===== src/core/irq_regs_pkg.sv =====
package irq_regs_pkg;

  localparam int ADR_W  = 18;
  localparam int IDX_W  = 16;
  localparam int DATA_W = 32;

  // register indices; byte address is four times the index
  localparam logic [15:0] IDX_EN_TB_PWM  = 16'hf016;
  localparam logic [15:0] IDX_EN_TB_TWO  = 16'hf017;
  localparam logic [15:0] IDX_REQ_SYS    = 16'hf018;
  localparam logic [15:0] IDX_REQ_PINS   = 16'hf019;
  localparam logic [15:0] IDX_CTRL       = 16'hf030;
  localparam logic [15:0] IDX_EN_ZERO    = 16'hf031;
  localparam logic [15:0] IDX_EN_PINS    = 16'hf032;

  localparam logic [7:0] RST_REG8 = 8'h00;

  // implemented bit masks; everything else is reserved
  localparam logic [7:0] MASK_EN_TB_PWM = 8'haf;
  localparam logic [7:0] MASK_EN_TB_TWO = 8'h08;
  localparam logic [7:0] MASK_REQ_SYS   = 8'h45;
  localparam logic [7:0] MASK_REQ_PINS  = 8'hff;
  localparam logic [7:0] MASK_EN_ZERO   = 8'h40;
  localparam logic [7:0] MASK_EN_PINS   = 8'hff;

  localparam int BIT_WDT  = 0;
  localparam int BIT_CKC  = 2;
  localparam int BIT_LLD  = 6;
  localparam int BIT_MIE  = 0;
  localparam int BIT_HOLD = 1;

  // instructions to retire before a software raise is presented
  localparam int INSTR_DELAY = 1;

  typedef enum logic [3:0] {
    ACK_WDT, ACK_CKC, ACK_LLD,
    ACK_PIN0, ACK_PIN1, ACK_PIN2, ACK_PIN3,
    ACK_PIN4, ACK_PIN5, ACK_PIN6, ACK_PIN7
  } ack_src_t;

  typedef struct packed {
    logic             cyc;
    logic             stb;
    logic             we;
    logic [3:0]       sel;
    logic [ADR_W-1:0] adr;
    logic [31:0]      dat;
  } wb_req_t;

  typedef struct packed {
    logic     valid;
    ack_src_t src;
  } cpu_ack_t;

  typedef struct packed {
    logic       wdt;
    logic       ckc;
    logic       lld;
    logic [7:0] pins;
  } src_events_t;

endpackage


===== src/core/flag_bank.sv =====
module flag_bank #(
  parameter int         W    = 8,
  parameter logic [7:0] IMPL = 8'hff
) (
  // clock and reset
  input  wire logic         clk_i,
  input  wire logic         rstn_i,
  // set and clear sources
  input  wire logic [W-1:0] hw_set_i,
  input  wire logic [W-1:0] hw_clr_i,
  input  wire logic         sw_wr_i,
  input  wire logic [W-1:0] sw_data_i,
  // flags
  output wire logic [W-1:0] flags_o
);

  genvar i;
  generate
    for (i = 0; i < W; i++) begin : g_bit
      if (IMPL[i]) begin : g_impl
        logic flag_r;
        logic flag_nxt;
        // an event in the clearing cycle still sets the flag
        assign flag_nxt = hw_set_i[i] |
                          (sw_wr_i ? sw_data_i[i]
                                   : flag_r & ~hw_clr_i[i]);
        always_ff @(posedge clk_i) begin
          if (!rstn_i) flag_r <= 1'b0;
          else flag_r <= flag_nxt;
        end
        assign flags_o[i] = flag_r;
      end else begin : g_rsvd
        assign flags_o[i] = 1'b0;
      end
    end
  endgenerate

endmodule


===== src/core/instr_gate.sv =====
module instr_gate #(
  parameter int DELAY = irq_regs_pkg::INSTR_DELAY
) (
  // clock and reset
  input  wire logic clk_i,
  input  wire logic rstn_i,
  // events
  input  wire logic arm_i,
  input  wire logic instr_done_i,
  // gate
  output logic      hold_o
);

  localparam int CW = $clog2(DELAY + 1);

  logic [CW-1:0] cnt_r;
  logic [CW-1:0] cnt_nxt;

  // each new raise restarts the wait
  assign cnt_nxt = arm_i ? CW'(DELAY)
                 : (instr_done_i && cnt_r != '0) ? cnt_r - 1'b1
                 : cnt_r;

  always_ff @(posedge clk_i) begin
    if (!rstn_i) cnt_r <= '0;
    else cnt_r <= cnt_nxt;
  end

  assign hold_o = (cnt_r != '0);

endmodule


===== src/core/interrupt_enable_request_regs.sv =====
module interrupt_enable_request_regs (
  // clock and reset
  input  wire logic                     clk_i,
  input  wire logic                     rstn_i,
  // wishbone classic slave
  input  wire irq_regs_pkg::wb_req_t    wb_req_i,
  output logic [31:0]                   wb_dat_o,
  output logic                          wb_ack_o,
  // peripheral event pulses
  input  wire irq_regs_pkg::src_events_t events_i,
  // cpu acceptance side
  input  wire irq_regs_pkg::cpu_ack_t   cpu_ack_i,
  input  wire logic                     instr_done_i,
  output logic                          nmi_req_o,
  output logic                          irq_req_o,
  output logic                          master_int_enable_o,
  // enable values towards the other sources
  output logic [7:0]                    enable_reg_timebase_pwm_o,
  output logic [7:0]                    enable_reg_timebase_two_o
);

  // ---------------- bus decode
  logic [15:0] idx;
  logic        acc;
  logic        wr_now;
  logic        hit_tb_pwm;
  logic        hit_tb_two;
  logic        hit_sys;
  logic        hit_pins;
  logic        hit_ctrl;
  logic        hit_en0;
  logic        hit_enp;
  logic        lane0;

  assign idx    = wb_req_i.adr[irq_regs_pkg::ADR_W-1:2];
  assign acc    = wb_req_i.cyc & wb_req_i.stb;
  assign lane0  = wb_req_i.sel[0];
  // write lands at the edge where ack is seen high
  assign wr_now = acc & wb_req_i.we & wb_ack_o & lane0;

  assign hit_tb_pwm = (idx == irq_regs_pkg::IDX_EN_TB_PWM);
  assign hit_tb_two = (idx == irq_regs_pkg::IDX_EN_TB_TWO);
  assign hit_sys    = (idx == irq_regs_pkg::IDX_REQ_SYS);
  assign hit_pins   = (idx == irq_regs_pkg::IDX_REQ_PINS);
  assign hit_ctrl   = (idx == irq_regs_pkg::IDX_CTRL);
  assign hit_en0    = (idx == irq_regs_pkg::IDX_EN_ZERO);
  assign hit_enp    = (idx == irq_regs_pkg::IDX_EN_PINS);

  logic [7:0] wdat;
  assign wdat = wb_req_i.dat[7:0];

  // ---------------- acknowledge decode
  function automatic logic [10:0] ack_mask(
    input irq_regs_pkg::cpu_ack_t a
  );
    logic [10:0] m;
    m = 11'h000;
    if (a.valid) m[a.src] = 1'b1;
    return m;
  endfunction

  logic [10:0] clr_all;
  logic [7:0]  clr_sys;
  logic [7:0]  clr_pins;

  assign clr_all  = ack_mask(cpu_ack_i);
  assign clr_sys  = {1'b0, clr_all[irq_regs_pkg::ACK_LLD], 3'b000,
                     clr_all[irq_regs_pkg::ACK_CKC], 1'b0,
                     clr_all[irq_regs_pkg::ACK_WDT]};
  assign clr_pins = clr_all[10:3];

  // ---------------- enable registers
  logic [7:0] en_tb_pwm_r;
  logic [7:0] en_tb_two_r;
  logic [7:0] en_zero_r;
  logic [7:0] en_pins_r;
  logic       mie_r;
  logic [7:0] en_tb_pwm_nxt;
  logic [7:0] en_tb_two_nxt;
  logic [7:0] en_zero_nxt;
  logic [7:0] en_pins_nxt;
  logic       mie_nxt;

  // only implemented bits store; cpu acceptance leaves them alone
  assign en_tb_pwm_nxt = (wr_now & hit_tb_pwm)
                       ? (wdat & irq_regs_pkg::MASK_EN_TB_PWM)
                       : en_tb_pwm_r;
  assign en_tb_two_nxt = (wr_now & hit_tb_two)
                       ? (wdat & irq_regs_pkg::MASK_EN_TB_TWO)
                       : en_tb_two_r;
  assign en_zero_nxt   = (wr_now & hit_en0)
                       ? (wdat & irq_regs_pkg::MASK_EN_ZERO)
                       : en_zero_r;
  assign en_pins_nxt   = (wr_now & hit_enp)
                       ? (wdat & irq_regs_pkg::MASK_EN_PINS)
                       : en_pins_r;
  // acceptance beats a simultaneous software enable
  assign mie_nxt = cpu_ack_i.valid ? 1'b0
                 : (wr_now & hit_ctrl) ? wdat[irq_regs_pkg::BIT_MIE]
                 : mie_r;

  always_ff @(posedge clk_i) begin
    if (!rstn_i) begin
      en_tb_pwm_r <= irq_regs_pkg::RST_REG8;
      en_tb_two_r <= irq_regs_pkg::RST_REG8;
      en_zero_r   <= irq_regs_pkg::RST_REG8;
      en_pins_r   <= irq_regs_pkg::RST_REG8;
      mie_r       <= 1'b0;
    end else begin
      en_tb_pwm_r <= en_tb_pwm_nxt;
      en_tb_two_r <= en_tb_two_nxt;
      en_zero_r   <= en_zero_nxt;
      en_pins_r   <= en_pins_nxt;
      mie_r       <= mie_nxt;
    end
  end

  // ---------------- request flags
  logic [7:0] sys_set;
  logic [7:0] sys_flags;
  logic [7:0] pin_flags;

  assign sys_set = {1'b0, events_i.lld, 3'b000, events_i.ckc, 1'b0,
                    events_i.wdt};

  flag_bank #(
    .W    (8),
    .IMPL (irq_regs_pkg::MASK_REQ_SYS)
  ) u_sys_flags (
    .clk_i     (clk_i),
    .rstn_i    (rstn_i),
    .hw_set_i  (sys_set),
    .hw_clr_i  (clr_sys),
    .sw_wr_i   (wr_now & hit_sys),
    .sw_data_i (wdat),
    .flags_o   (sys_flags)
  );

  flag_bank #(
    .W    (8),
    .IMPL (irq_regs_pkg::MASK_REQ_PINS)
  ) u_pin_flags (
    .clk_i     (clk_i),
    .rstn_i    (rstn_i),
    .hw_set_i  (events_i.pins),
    .hw_clr_i  (clr_pins),
    .sw_wr_i   (wr_now & hit_pins),
    .sw_data_i (wdat),
    .flags_o   (pin_flags)
  );

  // ---------------- software raise delay
  logic sw_raise;
  logic hold;

  // a write to either request register or to the pin enable holds presentation back
  assign sw_raise = wr_now & (hit_sys | hit_pins | hit_enp);

  instr_gate #(
    .DELAY (irq_regs_pkg::INSTR_DELAY)
  ) u_gate (
    .clk_i        (clk_i),
    .rstn_i       (rstn_i),
    .arm_i        (sw_raise),
    .instr_done_i (instr_done_i),
    .hold_o       (hold)
  );

  // ---------------- presentation
  logic nmi_nxt;
  logic lld_live;
  logic pins_live;
  logic irq_nxt;
  logic nmi_r;
  logic irq_r;

  assign nmi_nxt   = ~hold & (sys_flags[irq_regs_pkg::BIT_WDT] |
                              sys_flags[irq_regs_pkg::BIT_CKC]);
  assign lld_live  = sys_flags[irq_regs_pkg::BIT_LLD] &
                     en_zero_r[irq_regs_pkg::BIT_LLD];
  assign pins_live = |(pin_flags & en_pins_r);
  assign irq_nxt   = ~hold & mie_r & (lld_live | pins_live);

  always_ff @(posedge clk_i) begin
    if (!rstn_i) begin
      nmi_r <= 1'b0;
      irq_r <= 1'b0;
    end else begin
      nmi_r <= nmi_nxt;
      irq_r <= irq_nxt;
    end
  end

  // ---------------- read path and acknowledge
  logic [7:0]  ctrl_rd;
  logic [7:0]  rd_byte;
  logic [31:0] dat_r;
  logic        ack_r;
  logic [31:0] dat_nxt;
  logic        ack_nxt;

  assign ctrl_rd = {6'h00, hold, mie_r};
  // unmapped indices read as zero and still acknowledge
  assign rd_byte = hit_tb_pwm ? en_tb_pwm_r :
                   hit_tb_two ? en_tb_two_r :
                   hit_sys    ? sys_flags   :
                   hit_pins   ? pin_flags   :
                   hit_ctrl   ? ctrl_rd     :
                   hit_en0    ? en_zero_r   :
                   hit_enp    ? en_pins_r   : 8'h00;

  assign ack_nxt = acc & ~ack_r;
  assign dat_nxt = ack_nxt ? {24'h000000, rd_byte} : 32'h00000000;

  always_ff @(posedge clk_i) begin
    if (!rstn_i) begin
      ack_r <= 1'b0;
      dat_r <= 32'h00000000;
    end else begin
      ack_r <= ack_nxt;
      dat_r <= dat_nxt;
    end
  end

  assign wb_ack_o                  = ack_r;
  assign wb_dat_o                  = dat_r;
  assign nmi_req_o                 = nmi_r;
  assign irq_req_o                 = irq_r;
  assign master_int_enable_o       = mie_r;
  assign enable_reg_timebase_pwm_o = en_tb_pwm_r;
  assign enable_reg_timebase_two_o = en_tb_two_r;
endmodule


===== config.mk =====
export PLATFORM = sky130hd
export DESIGN_NAME = interrupt_enable_request_regs
export DESIGN_NICKNAME = d
export VERILOG_FILES = /design/src/core/irq_regs_pkg.sv /design/src/core/flag_bank.sv /design/src/core/instr_gate.sv /design/src/core/interrupt_enable_request_regs.sv
export SDC_FILE = /design/constraint.sdc
export NUM_CORES = 1
export LEC_CHECK = 0
export BUFFER_PORTS_ARGS = -buffer_cell sky130_fd_sc_hd__buf_2
export CAP_MARGIN = 20
export CORE_ASPECT_RATIO = 0.6
export CORE_UTILIZATION = 30
export CTS_BUF_LIST = sky130_fd_sc_hd__clkbuf_8
export CTS_CLUSTER_SIZE = 25
export DETAILED_ROUTE_END_ITERATION = 8
export PLACE_DENSITY = 0.63
export SETUP_SLACK_MARGIN = 0.2
export SKIP_LAST_GASP = 1
export SLEW_MARGIN = 10
export SYNTH_ARGS = -nofsm -noshare
export SYNTH_HDL_FRONTEND = slang
export SYNTH_HIERARCHICAL = 1
export SYNTH_SLANG_ARGS = --single-unit

===== constraint.sdc =====
create_clock -name clk_i -period 5.39 [get_ports clk_i]
set_input_delay 0.539 -clock clk_i [delete_from_list [all_inputs] [get_ports clk_i]]
set_output_delay 0.539 -clock clk_i [all_outputs]
set_load 0.05 [all_outputs]

==> results of run 1 <==
==> logic make-up after synthesis <==
| family | Yosys count |
|---|---|
| flip-flops | 40 |
| AND/OR/NAND/NOR | 96 |
| AO/OA/AOI/OAI | 86 |
| other | 2 |
| multiplexers | 4 |
| buffers and inverters | 64 |
==> cell usage in the layout, fill, tap and decap left out, types with 3 or more instances in the layout <==
master,count
a21boi_0,6
a21boi_1,5
a21oi_1,28
a32oi_1,4
and4_1,4
buf_2,65
clkbuf_8,7
conb_1,38
dfxtp_1,40
inv_1,5
mux2i_1,4
nand2_1,5
nand2b_1,6
nand3_1,20
nand4_1,4
nor2_1,13
nor3_1,6
nor4b_1,3
o21ai_0,23
o2bb2ai_1,4
or3_1,3
or3b_1,11
or3b_2,3
==> flip-flops by register name, summed over array words and instances, names as in the netlist <==
name / count
en_pins_r: 8
en_zero_r: 1
enable_reg_timebase_pwm_o: 6
enable_reg_timebase_two_o: 1
irq_req_o: 1
master_int_enable_o: 1
nmi_req_o: 1
u_gate/hold_o: 1
u_pin_flags/g_bit.g_impl.flag_r: 8
u_sys_flags/g_bit.g_impl.flag_r: 3
wb_ack_o: 1
wb_dat_o: 8
==> metrics by stage <==
step | instance area [um2] | total power, uW | worst slack [ns]
2_1_floorplan | 2610 | 423 | 3.29
6_report | 2790 | 698 | 2.62
3_3_place_gp | 2660 | 428 | 2.45
3_5_place_dp | 2660 | 429 | 2.43
5_1_grt | 2790 | 725 | 2.42
4_1_cts | 2790 | 700 | 2.71
==> per-layer routing <==
metal,GRT usage,vias to the layer above,wire (um)
li1,-,1103,-
met1,0.261,1103,3610
met2,0.229,106,2860
met3,0.0503,5,777
met4,0.0380,0,26
met5,0,-,0
==> worst reg2reg max path, delay by kind of cell, from the launching register on <==
family / cells / cell delay (ns)
simple gates: 3 / 1.38
compound gates: 2 / 0.43
flops: 1 / 0.34
==> path summary, 6_finish.rpt <==
| kind | to | slack, ns | cells after the start |
|---|---|---|---|
| max reg2reg | u_pin_flags/g_bit[3].g_impl.flag_r | 3.19 | 5 |
| min | master_int_enable_o | 0.47 | 2 |
| min reg2reg | wb_dat_o[1] | 0.48 | 1 |
| max | u_pin_flags/g_bit[3].g_impl.flag_r | 2.62 | 6 |
==> where the power goes <==
part	internal [uW]	switching, uW
Clock	164	111
Combinational	28.7	87.9
Sequential	302	5.24
Total	494	204
==> area by class of cell <==
| cell class | count | area [um2] | area share |
|---|---|---|---|
| Clock buffer | 7 | 96.3 | 0.0346 |
| Tap cell | 108 | 135 | 0.0485 |
| Sequential cell | 40 | 801 | 0.287 |
| Multi-Input combinational cell | 224 | 1370 | 0.491 |
| Inverter | 6 | 22.5 | 0.00808 |
| Clock inverter | 1 | 30.0 | 0.0108 |
| Timing Repair Buffer | 66 | 333 | 0.119 |
==> impl_metrics.ini, run 1 <==
[yosys]
synth-seq-cells = 40
yosysUniqueCellTypes = 53
synthCells = 292
avgSynthCellArea_um2 = 8.46
synth_top_family_by_area = simple AND/OR/NAND/NOR gates
synth_xor_area_frac = 0
async_flop_share = 0
synth_common_cells = buf_4 (49), dfxtp_1 (40), a21oi_1 (28)
synth_edf_count = 0
yosys.area_share.simple = 0.260
synth_area_mm2 = 0.00247
synth_top_area_cell = dfxtp_1
yosysWarnings = 6
synth_fa_ha_area_frac = 0
ys_seq_area_frac = 0.324
synthMostInstantiatedCell = buf_4
synth_area_leaders = dfxtp_1 (32%), buf_4 (15%), a21oi_1 (5.7%), o21ai_0 (4.7%), nand3_1 (4.1%)
ys.flop_type = dfxtp_1
synth-compound-area-share = 0.220
muxShareOfSynthArea = 0.0162
yosysTopAreaCellShare = 0.324

[die]
rows = 25
io_pins = 128
dieArea_mm2 = 0.00861
start_util = 0.312
die_x_um = 119
die_y_um = 72.3
core-area_mm2 = 0.00791

[min_path]
hold_start = cpu_ack_i[4]
hold_path_class = primary input to register

[clock_network]
clock_latency_ns = 0.30
cts_tree = built
htree_num_levels = 2
cts_buffers = 5
root_buffer = clkbuf_8
holdBufCountCts = 0
cts.clk_slew.worst_paths_ns = 0.08
cts_resized = 0
cts.sinks = 40
cts_setup_buffers = 0
clock_path_buffers = 2

[drt]
drt-vias-per-instance = 5.13
final_antenna_net_count = 0
routed_wl_um = 7270
first_pass_iters = 4
drtIter0Drc = 180
drc = 0
detailroute.via_count = 2317
wl_per_cell_um = 16.1

[setup_path]
worstSetupEndpointType = register
arrival_ns = 3.00
cp_slowest_stage_delay_ns = 0.87
worstPathRequired_ns = 5.62
crit_path_start = wb_req_i[42]
worstReg2RegStart = wb_ack_o
slowest_stage = nor2_1
cpLargestDelayFamily = simple AND/OR/NAND/NOR gates
crit_buf_inv = 1
crit_fanout = 16
criticalPathCategory = primary input to register
cp-start-kind = primary input
path_cells = buf_2 > and4bb_1 > nand4_1 > nor2_1 > a21oi_1 > a21boi_0

[final_layout]
final_nets = 419
drive_above_1_share = 0.247
final_util = 0.352
layoutNonFillerInstCount = 452
fillers = 848
diodes = 0
syn_to_final_growth_pct = 12.9

[place]
portBuffers = 65
place_inst = 444
dpl.hpwl_um = 5720
gp_congestion = 0.899

[power_and_ir_drop]
leakagePower_uw = 0.00111
ir_drop_mv = 0.103
power.density_mw_per_mm2 = 250

[grt]
grt_pass1_vias = 2135
grt_max_degree = 19
grt_pass1_wl_um = 11300
grt_antenna_before_repair = 0
grt_use_total = 0.171
grt.overflow.total = 0

[timing]
hold_slack_ns = 0.474
max_freq_ghz = 0.361
rsz0062_at_grt = false
maxSlewViolCount = 0
post-route-period-util = 0.514
fin_crit_ns = 2.77
relSlewSlack = 0.342
worst_pin_slew_ns = 0.983
hold_viol = 0
tns_ns = 0
setup_viol = 0
worst_clock_skew_ns = 0.00790

[run_status]
status = finished clean

[flow_run]
drv_cap = 0
No activity file was read; power rests on OpenSTA's default activity.
==> run 2, diff against run 1 <==
Clock period 5.39 ns to 2.85 ns, I/O delays scaled along.
==> run 2 against run 1 <==
Die area did not move. Routed wire length up 1.8%. First-iteration DRC count increased by 22%. Final area rose by 1.1%. Setup slack lost 1.7 ns. Critical path depth down 1. Sequential cell count is the same. Combinational power rose by 91%. Clock-buffer cell count did not move. Via count increased by 0.56%. Critical endpoint is now wb_dat_o[2]. Highest routed layer unchanged.
==> impl_metrics.ini, run 2 (same netlist as run 1, synthesis figures left out) <==
[run_status]
status = finished clean

[final_layout]
multi_input_area_mm2 = 0.00137
final_nets = 423
diodes = 0
final_common_cell = buf_2
fillers = 867
drive_above_1_share = 0.256
final_cell_mix = buf_2 (65), dfxtp_1 (40), conb_1 (38)
syn_to_final_growth_pct = 14.1
final-seq-area_um2 = 801

[clock_network]
cts_setup_buffers = 0
cts_tree = built
cts_buffers = 5
cts.sinks = 40
clock_path_buffers = 2
cts_resized = 0
root_buffer = clkbuf_8
clock_latency_ns = 0.30
cts.clk_slew.worst_paths_ns = 0.08
holdBufCountCts = 0
htree_num_levels = 2

[setup_path]
path_cells = buf_2 > and4bb_1 > nand4_1 > nor3_2 > o2bb2ai_1
worstSetupEndpointType = register
cp-start-kind = primary input
slowest_stage = and4bb_1
criticalPathCategory = primary input to register
arrival_ns = 2.16
worstPathRequired_ns = 3.08
crit_buf_inv = 1
cp_slowest_stage_delay_ns = 0.62
crit_fanout = 14
cpLargestDelayFamily = simple AND/OR/NAND/NOR gates
r2r_setup_slack_ns = 1.00

[timing]
fin_ws_ns = 0.911
worst_clock_skew_ns = 0.00509
worst_pin_slew_ns = 0.889
fin_crit_ns = 1.94
tns_ns = 0
hold_viol = 0
post-route-period-util = 0.680
rsz0062_at_grt = false
max_freq_ghz = 0.516
setup_viol = 0
maxSlewViolCount = 0
relSlewSlack = 0.403

[grt]
grt_max_degree = 17
grt_pass1_vias = 2098
grt_antenna_before_repair = 0
grt_pass1_wl_um = 11400
grt_use_total = 0.174
grt.overflow.total = 0

[flow_run]
drv_cap = 0

[drt]
wl_per_cell_um = 16.2
drc = 0
routed_wl_um = 7400
first_pass_iters = 5
drt-vias-per-instance = 5.11
detailroute.via_count = 2330
drtIter0Drc = 219
final_antenna_net_count = 0

[die]
die_y_um = 72.3
dieArea_mm2 = 0.00861
start_util = 0.312
io_pins = 128
rows = 25
core-area_mm2 = 0.00791
die_x_um = 119

[min_path]
hold_path_class = primary input to register

[place]
dpl.hpwl_um = 5820
dp_slack_ns = 0.640
portBuffers = 65
gp_congestion = 0.853

[power_and_ir_drop]
leakagePower_uw = 0.00113
ir_drop_mv = 0.155
power.density_mw_per_mm2 = 472
run 2: per-layer routing:
layer	wire [um]	up-vias	GRT usage
li1	-	1104	-
met1	3760	1099	0.263
met2	2880	121	0.243
met3	722	6	0.0480
met4	38	0	0.0281
met5	0	-	0
run 2: path summary, 6_finish.rpt:
| kind | startpoint | cells after the start | end |
|---|---|---|---|
| worst max register to register | wb_ack_o | 4 | wb_dat_o[4] |
| worst min-delay path | cpu_ack_i[4] | 2 | master_int_enable_o |
| worst max-delay path | wb_req_i[42] | 5 | wb_dat_o[2] |
| worst min register to register | enable_reg_timebase_pwm_o[1] | 1 | wb_dat_o[1] |
run 2: final cells by class:
cell class | count | share of cell area
clock buffers | 7 | 0.0342
clock inverters | 1 | 0.0107
inverters | 6 | 0.00799
multi-input cells | 224 | 0.486
flip-flops and latches | 40 | 0.284
well taps | 108 | 0.0480
repair buffers | 70 | 0.129
run 2: stage by stage:
stage / instance area (um2) / util / power [uW] / std cells / hold slack [ns]
floorplan: 2610 / - / 801 / 328 / 0.363
global placement: 2690 / 0.340 / 811 / 448 / 0.464
detailed placement: 2690 / 0.340 / 815 / 448 / 0.467
CTS: 2820 / 0.356 / 1330 / 456 / 0.205
global route: 2820 / 0.356 / 1370 / 456 / 0.224
finish: 2820 / 0.356 / 1330 / 456 / 0.200
run 2: where the power goes:
group	switching [uW]	leakage [uW]	internal (uW)	total [uW]
Clock	216	0.0000645	309	525
Sequential	10.6	0.000326	571	582
Combinational	167	0.000742	56.2	223
Total	394	0.00113	937	1330
